===== config.mk =====
export PLATFORM = sky130hd
export DESIGN_NAME = tlm_mapper
export DESIGN_NICKNAME = d
export VERILOG_FILES = /design/src/logic/tlm_pkg.sv /design/src/logic/tlm_ram.sv /design/src/logic/tlm_mapper.sv
export SDC_FILE = /design/constraint.sdc
export NUM_CORES = 2
export LEC_CHECK = 0
export BUFFER_PORTS_ARGS = -buffer_cell sky130_fd_sc_hd__buf_2
export CORE_ASPECT_RATIO = 0.8
export CORE_MARGIN = 2
export CORE_UTILIZATION = 55
export DETAILED_ROUTE_END_ITERATION = 6
export PLACE_DENSITY_LB_ADDON = 0.08
export SLEW_MARGIN = 20
export SYNTH_ARGS = -nofsm -noshare
export SYNTH_HDL_FRONTEND = slang
export SYNTH_SLANG_ARGS = --single-unit

===== constraint.sdc =====
create_clock -name clk -period 15.75 [get_ports clk]
set_input_delay 0.7875 -clock clk [delete_from_list [all_inputs] [get_ports clk]]
set_output_delay 0.7875 -clock clk [all_outputs]
set_load 0.05 [all_outputs]

===== src/logic/tlm_pkg.sv =====
// package: constants and carriers for the two-level memory mapper
package tlm_pkg;

   // ==========================================================
   // table geometry
   localparam int SEG_ENTRIES   = 128;
   localparam int SEG_AW        = 7;
   localparam int BLK_TABLES    = 8;
   localparam int BLK_PER_TABLE = 32;
   localparam int BLK_AW        = 8;
   localparam int OFF_BLK_LSB   = 11;
   localparam int SRAM_BW_DEF   = 8;
   localparam int CLR_LAST      = 255;

   // ==========================================================
   // register byte offsets (12-bit word aligned)
   localparam logic [11:0] OFS_CTRL     = 12'h000;
   localparam logic [11:0] OFS_DIST     = 12'h004;
   localparam logic [11:0] OFS_STATUS   = 12'h008;
   localparam logic [11:0] OFS_IRQ_STAT = 12'h00c;
   localparam logic [11:0] OFS_IRQ_MASK = 12'h010;
   localparam logic [11:0] OFS_LAST_VIO = 12'h014;
   localparam logic [11:0] OFS_SEG_BASE = 12'h400;
   localparam logic [11:0] OFS_BLK_BASE = 12'h800;
   localparam logic [1:0]  WIN_SEG      = 2'h1;
   localparam logic [1:0]  WIN_BLK      = 2'h2;

   // ==========================================================
   // field positions and reset values
   localparam int CTRL_CLEAR_BIT = 0;
   localparam int DIST_SYS_BIT   = 0;
   localparam int DIST_CD_BIT    = 1;
   localparam int DIST_STACK_BIT = 2;
   localparam int IRQ_PROT_BIT   = 0;
   localparam int IRQ_NONEX_BIT  = 1;
   localparam logic [2:0] DIST_RST     = 3'h0;
   localparam logic [1:0] IRQ_MASK_RST = 2'h0;

   // ==========================================================
   // access spaces and routes
   localparam logic [1:0] SPACE_CODE  = 2'h0;
   localparam logic [1:0] SPACE_DATA  = 2'h1;
   localparam logic [1:0] SPACE_STACK = 2'h2;

   typedef enum logic [1:0] {
      TLM_ROUTE_TARGET = 2'h0,
      TLM_ROUTE_SRAM   = 2'h1,
      TLM_ROUTE_NONE   = 2'h2
   } tlm_route_t;

   typedef enum logic [1:0] {
      TLM_MAP_USER   = 2'h0,
      TLM_MAP_MAPPED = 2'h1,
      TLM_MAP_NONEX  = 2'h2
   } tlm_map_t;

   typedef enum logic [2:0] {
      TLM_SP_NONE       = 3'h0,
      TLM_SP_SYS_ONLY   = 3'h1,
      TLM_SP_NORM_ONLY  = 3'h2,
      TLM_SP_CODE_ONLY  = 3'h3,
      TLM_SP_DATA_ONLY  = 3'h4,
      TLM_SP_WP_ALL     = 3'h5,
      TLM_SP_WP_DATA    = 3'h6
   } tlm_seg_prot_t;

   // ==========================================================
   // carriers
   typedef struct packed {
      logic [6:0]  seg;
      logic [15:0] off;
      logic        wr;
      logic        sys;
      logic [1:0]  space;
   } tlm_acc_t;

   typedef struct packed {
      logic [2:0]    group;
      tlm_seg_prot_t prot;
      tlm_map_t      map;
   } tlm_seg_ent_t;

   typedef struct packed {
      logic       write_protect;
      logic       data_only;
      logic [7:0] blk;
      logic       sub;
   } tlm_blk_ent_t;

   typedef struct packed {
      tlm_route_t route;
      logic [7:0] blk;
      logic       wr_ok;
      logic       viol;
   } tlm_res_t;

   localparam int SEG_WIDTH = $bits(tlm_seg_ent_t);
   localparam int BLK_WIDTH = $bits(tlm_blk_ent_t);

endpackage


===== src/logic/tlm_ram.sv =====
// memory: one write port, one registered read port
`timescale 1ns/1ps
module tlm_ram #(
   parameter int DATA_W = 8,
   parameter int AW     = 7
) (
   // clock
   input  wire logic              clk,
   // write port
   input  wire logic              we,
   input  wire logic [AW-1:0]     waddr,
   input  wire logic [DATA_W-1:0] wdata,
   // read port
   input  wire logic [AW-1:0]     raddr,
   output logic      [DATA_W-1:0] rdata
);

   logic [DATA_W-1:0] mem [2**AW];

   // ==========================================================
   // write
   always_ff @(posedge clk) begin
      if (we) begin
         mem[waddr] <= wdata;
      end
   end

   // ==========================================================
   // read
   always_ff @(posedge clk) begin
      rdata <= mem[raddr];
   end

endmodule // tlm_ram


===== src/logic/tlm_mapper.sv =====
// top: two-level segment/block memory mapper with wishbone setup
//
// Functional notes
// - segment table of 80H entries, indexed by segment
// - segment entry: segment protection, or block table
// - eight block tables of 20H entries each
// - block entry may redirect 2K to sram
// - block entry protection has four types
// - distinction setting splits normal/system, code/data/stack
// - split shrinks substituted segments: 8,4,4,2,2,1
// - mapping field: target, block table, nonexistent
// - user segments take one optional access restriction
// - block entry names sram block or target
// - block protection: data only, write protect, both
// - clear-all resets every entry to unprotected target
//
// Our own choices: the address map and the Wishbone register port.
`timescale 1ns/1ps
module tlm_mapper #(
   parameter int SRAM_BW = tlm_pkg::SRAM_BW_DEF
) (
   // clock and reset
   input  wire logic             clk,
   input  wire logic             nrst,
   // wishbone slave
   input  wire logic             wb_cyc_i,
   input  wire logic             wb_stb_i,
   input  wire logic             wb_we_i,
   input  wire logic [11:0]      wb_adr_i,
   input  wire logic [3:0]       wb_sel_i,
   input  wire logic [31:0]      wb_dat_i,
   output logic      [31:0]      wb_dat_o,
   output logic                  wb_ack_o,
   // target bus access
   input  wire logic             acc_valid,
   input  wire tlm_pkg::tlm_acc_t acc,
   // mapping result
   output logic                  res_valid,
   output tlm_pkg::tlm_res_t     res,
   // interrupt
   output logic                  irq
);

   // ==========================================================
   // parameter check
   generate
      if (SRAM_BW < 1 || SRAM_BW > 8) begin : g_bad_bw
         $error("tlm_mapper: SRAM_BW must be 1 to 8");
      end
   endgenerate

   // ==========================================================
   // declarations
   logic                  ack_reg;
   logic                  bus_req;
   logic                  bus_wr;
   logic [1:0]            win;
   logic [31:0]           rd_next;
   logic [2:0]            dist_reg;
   logic [1:0]            irq_stat_reg;
   logic [1:0]            irq_mask_reg;
   logic [22:0]           last_vio_reg;
   logic                  clr_busy_reg;
   logic [7:0]            clr_cnt_reg;
   logic                  seg_we;
   logic [6:0]            seg_waddr;
   logic [tlm_pkg::SEG_WIDTH-1:0] seg_wdata;
   logic [tlm_pkg::SEG_WIDTH-1:0] seg_rdata;
   logic                  blk_we;
   logic [7:0]            blk_waddr;
   logic [tlm_pkg::BLK_WIDTH-1:0] blk_wdata;
   logic [tlm_pkg::BLK_WIDTH-1:0] blk_rdata;
   logic [7:0]            blk_raddr;
   logic                  s1_valid_reg;
   tlm_pkg::tlm_acc_t     s1_acc_reg;
   logic                  s2_valid_reg;
   tlm_pkg::tlm_acc_t     s2_acc_reg;
   tlm_pkg::tlm_seg_ent_t s2_seg_reg;
   tlm_pkg::tlm_seg_ent_t s1_seg;
   tlm_pkg::tlm_blk_ent_t s2_blk;
   logic [2:0]            tbl_sel;
   logic [1:0]            sp_bits;
   logic [2:0]            sub_sel;
   logic [2:0]            shift;
   tlm_pkg::tlm_res_t     dec;
   logic                  dec_nonex;
   logic                  is_code;
   logic                  wr_ctrl;
   logic                  wr_dist;
   logic                  wr_mask;
   logic                  wr_stat;
   logic [1:0]            stat_set;
   logic [1:0]            stat_clr;

   assign s1_seg  = tlm_pkg::tlm_seg_ent_t'(seg_rdata);
   assign s2_blk  = tlm_pkg::tlm_blk_ent_t'(blk_rdata);
   assign bus_req = wb_cyc_i && wb_stb_i && !ack_reg && !clr_busy_reg;
   assign win     = wb_adr_i[11:10];

   // ==========================================================
   // register write strobes, at the edge that samples ack high
   assign bus_wr   = wb_cyc_i && wb_stb_i && wb_we_i && ack_reg && (wb_sel_i != 4'h0);
   assign wr_ctrl  = bus_wr && (wb_adr_i == tlm_pkg::OFS_CTRL);
   assign wr_dist  = bus_wr && (wb_adr_i == tlm_pkg::OFS_DIST);
   assign wr_mask  = bus_wr && (wb_adr_i == tlm_pkg::OFS_IRQ_MASK);
   assign wr_stat  = bus_wr && (wb_adr_i == tlm_pkg::OFS_IRQ_STAT);
   assign stat_clr = wr_stat ? wb_dat_i[1:0] : 2'h0;

   // ==========================================================
   // table memories
   tlm_ram #(.DATA_W(tlm_pkg::SEG_WIDTH), .AW(tlm_pkg::SEG_AW)) u_seg_tbl (
      .clk   (clk),
      .we    (seg_we),
      .waddr (seg_waddr),
      .wdata (seg_wdata),
      .raddr (acc.seg),
      .rdata (seg_rdata)
   );

   tlm_ram #(.DATA_W(tlm_pkg::BLK_WIDTH), .AW(tlm_pkg::BLK_AW)) u_blk_tbl (
      .clk   (clk),
      .we    (blk_we),
      .waddr (blk_waddr),
      .wdata (blk_wdata),
      .raddr (blk_raddr),
      .rdata (blk_rdata)
   );

   // ==========================================================
   // table write port: clear sequencer or bus
   always_comb begin
      if (clr_busy_reg) begin
         seg_we    = (clr_cnt_reg < 8'(tlm_pkg::SEG_ENTRIES));
         seg_waddr = clr_cnt_reg[6:0];
         seg_wdata = '0;
         blk_we    = 1'b1;
         blk_waddr = clr_cnt_reg;
         blk_wdata = '0;
      end else begin
         seg_we    = bus_wr && (win == tlm_pkg::WIN_SEG) && (wb_adr_i[9] == 1'b0);
         seg_waddr = wb_adr_i[8:2];
         seg_wdata = wb_dat_i[tlm_pkg::SEG_WIDTH-1:0];
         blk_we    = bus_wr && (win == tlm_pkg::WIN_BLK);
         blk_waddr = wb_adr_i[9:2];
         blk_wdata = wb_dat_i[tlm_pkg::BLK_WIDTH-1:0];
         blk_wdata[8:1] = wb_dat_i[8:1] & 8'((9'h100 >> (8 - SRAM_BW)) - 9'h1);
      end
   end

   // ==========================================================
   // clear-all sequencer
   always_ff @(posedge clk or negedge nrst) begin
      if (!nrst) begin
         clr_busy_reg <= 1'b0;
         clr_cnt_reg  <= 8'h00;
      end else if (clr_busy_reg) begin
         clr_cnt_reg <= clr_cnt_reg + 8'h01;
         if (clr_cnt_reg == 8'(tlm_pkg::CLR_LAST)) begin
            clr_busy_reg <= 1'b0;
         end
      end else if (wr_ctrl && wb_dat_i[tlm_pkg::CTRL_CLEAR_BIT]) begin
         clr_busy_reg <= 1'b1;
         clr_cnt_reg  <= 8'h00;
      end
   end

   // ==========================================================
   // wishbone ack and read data
   always_comb begin
      rd_next = 32'h0000_0000;
      case (wb_adr_i)
         tlm_pkg::OFS_CTRL:     rd_next = {31'h0, clr_busy_reg};
         tlm_pkg::OFS_DIST:     rd_next = {29'h0, dist_reg};
         tlm_pkg::OFS_STATUS:   rd_next = {29'h0, s2_valid_reg, irq, clr_busy_reg};
         tlm_pkg::OFS_IRQ_STAT: rd_next = {30'h0, irq_stat_reg};
         tlm_pkg::OFS_IRQ_MASK: rd_next = {30'h0, irq_mask_reg};
         tlm_pkg::OFS_LAST_VIO: rd_next = {9'h0, last_vio_reg};
         default:               rd_next = 32'h0000_0000;
      endcase
   end

   always_ff @(posedge clk or negedge nrst) begin
      if (!nrst) begin
         ack_reg  <= 1'b0;
         wb_dat_o <= 32'h0000_0000;
      end else begin
         ack_reg  <= bus_req;
         wb_dat_o <= bus_req ? rd_next : 32'h0000_0000;
      end
   end

   assign wb_ack_o = ack_reg;

   // ==========================================================
   // distinction and mask registers
   always_ff @(posedge clk or negedge nrst) begin
      if (!nrst) begin
         dist_reg     <= tlm_pkg::DIST_RST;
         irq_mask_reg <= tlm_pkg::IRQ_MASK_RST;
      end else begin
         if (wr_dist) begin
            dist_reg <= wb_dat_i[2:0];
         end
         if (wr_mask) begin
            irq_mask_reg <= wb_dat_i[1:0];
         end
      end
   end

   // ==========================================================
   // stage 1: segment entry read, block table select
   always_ff @(posedge clk or negedge nrst) begin
      if (!nrst) begin
         s1_valid_reg <= 1'b0;
         s1_acc_reg   <= '0;
      end else begin
         s1_valid_reg <= acc_valid;
         s1_acc_reg   <= acc;
      end
   end

   // space bits and number of tables per substituted segment
   always_comb begin
      sp_bits = 2'h0;
      shift   = 3'h0;
      if (dist_reg[tlm_pkg::DIST_STACK_BIT]) begin
         sp_bits = s1_acc_reg.space;
         shift   = 3'h2;
      end else if (dist_reg[tlm_pkg::DIST_CD_BIT]) begin
         sp_bits = {1'b0, s1_acc_reg.space != tlm_pkg::SPACE_CODE};
         shift   = 3'h1;
      end
      sub_sel = {1'b0, sp_bits};
      if (dist_reg[tlm_pkg::DIST_SYS_BIT]) begin
         sub_sel = sub_sel | (3'(s1_acc_reg.sys) << shift[1:0]);
         shift   = shift + 3'h1;
      end
      tbl_sel = 3'(s1_seg.group << shift) | sub_sel;
      if (shift > 3'h2) begin
         tbl_sel = sub_sel;
      end
      blk_raddr = {tbl_sel, s1_acc_reg.off[15:tlm_pkg::OFF_BLK_LSB]};
   end

   // ==========================================================
   // stage 2: block entry read
   always_ff @(posedge clk or negedge nrst) begin
      if (!nrst) begin
         s2_valid_reg <= 1'b0;
         s2_acc_reg   <= '0;
         s2_seg_reg   <= '0;
      end else begin
         s2_valid_reg <= s1_valid_reg;
         s2_acc_reg   <= s1_acc_reg;
         s2_seg_reg   <= s1_seg;
      end
   end

   // ==========================================================
   // decision
   always_comb begin
      is_code   = (s2_acc_reg.space == tlm_pkg::SPACE_CODE);
      dec       = '0;
      dec_nonex = 1'b0;
      case (s2_seg_reg.map)
         tlm_pkg::TLM_MAP_USER: begin
            dec.route = tlm_pkg::TLM_ROUTE_TARGET;
            case (s2_seg_reg.prot)
               tlm_pkg::TLM_SP_SYS_ONLY:  dec.viol = !s2_acc_reg.sys;
               tlm_pkg::TLM_SP_NORM_ONLY: dec.viol = s2_acc_reg.sys;
               tlm_pkg::TLM_SP_CODE_ONLY: dec.viol = !is_code;
               tlm_pkg::TLM_SP_DATA_ONLY: dec.viol = is_code;
               tlm_pkg::TLM_SP_WP_ALL:    dec.viol = s2_acc_reg.wr;
               tlm_pkg::TLM_SP_WP_DATA:   dec.viol = s2_acc_reg.wr && !is_code;
               default:                   dec.viol = 1'b0;
            endcase
         end
         tlm_pkg::TLM_MAP_MAPPED: begin
            if (s2_blk.sub) begin
               dec.route = tlm_pkg::TLM_ROUTE_SRAM;
               dec.blk   = s2_blk.blk;
            end else begin
               dec.route = tlm_pkg::TLM_ROUTE_TARGET;
            end
            dec.viol = (s2_blk.data_only && is_code) || (s2_blk.write_protect && s2_acc_reg.wr);
         end
         default: begin
            dec.route = tlm_pkg::TLM_ROUTE_NONE;
            dec.viol  = 1'b1;
            dec_nonex = 1'b1;
         end
      endcase
      dec.wr_ok = s2_acc_reg.wr && !dec.viol;
   end

   // ==========================================================
   // result outputs
   always_ff @(posedge clk or negedge nrst) begin
      if (!nrst) begin
         res_valid <= 1'b0;
         res       <= '0;
      end else begin
         res_valid <= s2_valid_reg;
         res       <= s2_valid_reg ? dec : '0;
      end
   end

   // ==========================================================
   // violation events, last violation capture
   always_comb begin
      stat_set = 2'h0;
      if (s2_valid_reg && dec.viol) begin
         stat_set[tlm_pkg::IRQ_PROT_BIT]  = !dec_nonex;
         stat_set[tlm_pkg::IRQ_NONEX_BIT] = dec_nonex;
      end
   end

   // sticky status: a set wins over a clearing write
   always_ff @(posedge clk or negedge nrst) begin
      if (!nrst) begin
         irq_stat_reg <= 2'h0;
      end else begin
         irq_stat_reg <= (irq_stat_reg & ~stat_clr) | stat_set;
      end
   end

   always_ff @(posedge clk or negedge nrst) begin
      if (!nrst) begin
         last_vio_reg <= 23'h000000;
      end else if (s2_valid_reg && dec.viol) begin
         last_vio_reg <= {s2_acc_reg.seg, s2_acc_reg.off};
      end
   end

   // interrupt level from unmasked status
   always_ff @(posedge clk or negedge nrst) begin
      if (!nrst) begin
         irq <= 1'b0;
      end else begin
         irq <= |(irq_stat_reg & irq_mask_reg);
      end
   end

endmodule // tlm_mapper


==> results.ini <==
[power]
cellPowerDensity_mw_per_mm2=127.6
switching_power_mw=4.633
power_frac_clock_pct=41.5
p_sw_share_pct=21.14
pwr-share-comb_pct=5.0
power.internal_mw=17.28
power.leakage_nw=53.89
peakVddDrop_uv=111.1
p_total_mw=21.91
seq_power_share_pct=53.4

[cts]
numCtsBuffers=384
clock_latency_ps=890
cts_tree=yes
clockRootBuffer=clkbuf_16
clockBufferDepth=4
clkSinkCount=3997
htreeDepth=5
post_cts_resized=0
clk_pin_slew_worst_paths_ps=60

[sta]
setup_tns_ps=0
hold_viol=0
maxSlewViolCount=0
setup_violations=0
setup_ws_ps=9690
skew_ps=40.62
rsz0062_at_grt=false
timing.final.crit_share_pct=38.48
tightest_slew_ps=1300
fmax_ghz=0.1650
whs_ps=64.67
min_period_ps=6060
relSlewSlack_pct=13.26

[synth]
synth_area_sq_mm=0.1531
synth_warnings=0
synth_seq_cells=3997
ys_seq_area_share_pct=77.81
async_flop_share_pct=3.453
synth-edff-count=3840
synth_cell_types=64
avgSynthCellArea_sq_um=22.18
synth_flop_cell=edfxtp_1
netlist_instances=6905

[worst_hold_path]
hold_start=acc[19]
worstHoldPathType=in -> reg

[worst_setup_path]
critPathBufInv=4
crit_top_cell=buf_4
start_kind=flop
slowest_stage=buf_4
crit_chain=buf_4 > buf_4 > buf_4 > buf_4 > mux4_2 > mux4_2 > or3_1 > a21oi_1 > a311oi_1 > o2111ai_1 > nor3_1
cp_top_family=buffers and inverters
startpoint=blk_raddr[0]$_DFF_PN0_
cp.required_ps=16530
worstReg2RegStart=blk_raddr[0]$_DFF_PN0_
arrival_ps=6840
worst_path_largest_cell_delay_ps=730
worst-path-max-fanout=37
critPathKind=reg -> reg
critPathCaptureType=flop

[cells_and_area]
largest_register_ff_count=2816
syn2layout_area_growth_pct=12.14
drive_gt1_share_pct=28.71
nets=7367
final_cell_count_no_fill=11270

[routing]
via_per_inst=6.662
drtIter0Drc=10900
wl_microns=405100
wl_per_cell_microns=35.93
drtAntennaViolNets=0
drc=0
vias=75110
drt_first_pass_iters=5

[global_routing]
antenna_found_initial=27
grt-ovfl-total=0
grt_first_pass_wirelength_microns=563700
grt_pass1_vias=72650
grt_max_degree=225
track_usage_pct=28.62

[placed_design]
dpl.hpwl_microns=239100
pre_cts_ws_ps=9598
gp_congestion=0.8638
place_inst=10550
portBuffers=97

[die]
start_util_pct=55.22
ios=128
core-area_sq_mm=0.2773
dieArea_sq_mm=0.2827
rows=173
die_height_microns=475.9
dieWidth_microns=593.9

[flow_run]
drv_cap=0

[outcome]
status=finished, final reports clean

kinds of logic (layout without fill, tap and decap cells):
logic type / count (synthesis) / in the layout / share of synthesized area, %
multiplexers: 1197 / 1197 / 16.58
other: 1 / 26 / 0.002449
flip-flops: 3997 / 3997 / 77.81
AO/OA/AOI/OAI: 419 / 419 / 1.906
adder cells (fa/ha/maj): 1 / 1 / 0.008170
AND/OR/NAND/NOR: 891 / 891 / 2.450
XOR/XNOR: 1 / 1 / 0.005721
buffers and inverters: 398 / 1067 / 1.239
layout by cell type (no fill, tap or decap), types with 13 or more instances in the layout:
cell | Yosys | routed
edfxtp_1 | 3840 | 3840
mux4_2 | 1068 | 1068
clkbuf_16 | 0 | 398
nor2_1 | 464 | 345
buf_4 | 61 | 230
nand2_1 | 237 | 221
dfrtp_1 | 138 | 132
nor2_2 | 0 | 117
mux2i_1 | 95 | 93
buf_2 | 109 | 93
a22oi_1 | 89 | 88
clkinv_2 | 0 | 83
clkbuf_1 | 164 | 71
clkinv_1 | 0 | 63
a21oi_1 | 59 | 59
o21ai_0 | 52 | 52
nand3_1 | 46 | 46
o22ai_1 | 41 | 41
bufinv_16 | 0 | 34
mux2_2 | 33 | 33
and2_1 | 33 | 32
a31oi_1 | 31 | 31
nor3_1 | 23 | 22
a221oi_1 | 22 | 21
dlygate4sd3_1 | 0 | 21
a22o_1 | 20 | 20
buf_12 | 0 | 19
dfxtp_1 | 19 | 19
diode_2 | 0 | 17
nand2_2 | 0 | 16
nor2b_1 | 28 | 14
nand2b_1 | 14 | 14
nor2b_4 | 0 | 13
clkbuf_8 | 0 | 13
cells in the mapped netlist (46+ instances only):
library cell,n,area (sq um)
nand3_1,46,230.2
a21oi_1,59,295.3
mux2i_1,95,950.9
o21ai_0,52,260.3
nand2_1,237,889.6
clkbuf_1,164,615.6
buf_1,47,176.4
edfxtp_1,3840,115300
mux4_2,1068,24050
a22oi_1,89,668.1
nor2_1,464,1742
dfrtp_1,138,3453
buf_4,61,457.9
buf_2,109,545.5
power by group through the flow:
stage	logic (mW)	registers [mW]	clock network, mW
finish	1.10	11.7	9.10
global placement	1.06	11.9	0
floorplan	0.634	12.0	0
detailed placement	1.08	11.9	0
global route	1.15	11.7	9.61
CTS	1.09	11.7	9.22
routing by layer:
metal / up-vias / global-route usage, % / share of wire (%)
met5: - / 0 / 0.0032
met4: 2 / 8.234 / 2.8
met3: 562 / 6.273 / 10
met2: 4023 / 41.18 / 45
met1: 40760 / 44.64 / 42
li1: 29760 / - / -
worst reg2reg max path: stages (launching register included):
cell	delay [ps]
dfrtp_4	630
buf_4	620
buf_4	650
buf_4	650
buf_4	770
mux4_2	680
mux4_2	470
or3_1	320
a21oi_1	670
a311oi_1	210
o2111ai_1	210
nor3_1	70
worst paths after layout:
path	to	slack [ps]	cells after the start
worst max-delay path	u_blk_tbl.rdata[1]$_DFF_P_	9690	11
worst min-delay path	blk_raddr[4]$_DFF_PN0_	60	1
worst max register to register	u_blk_tbl.rdata[1]$_DFF_P_	9690	11
worst min register to register	s2_seg_reg[4]$_DFF_PN0_	330	0
max in group asynchronous	clr_busy_reg$_DFF_PN0_	14030	4
min in group asynchronous	blk_raddr[0]$_DFF_PN0_	520	2
cell type report:
type / instances / area (sq um)
Sequential cell: 3997 / 119200
Fill cell: 18960 / 105600
Multi-Input combinational cell: 2518 / 32620
Clock buffer: 483 / 10410
Tap cell: 3675 / 4598
Timing Repair Buffer: 372 / 2973
Clock inverter: 200 / 1858
Inverter: 12 / 48.80
Antenna cell: 17 / 42.54
repair_timing:
item	CTS	global route
buffers inserted	0	0
hold endpoints to repair	81	0
setup endpoints to repair	0	0
hold buffers	21	0
metrics by stage:
step	cell area, sq um	utilization (%)
floorplan	153200	-
global placement	158700	57.25
detailed placement	158800	57.28
CTS	171300	61.78
global route	171700	61.93
finish	171700	61.93
Power figures use the tool's default switching activity.
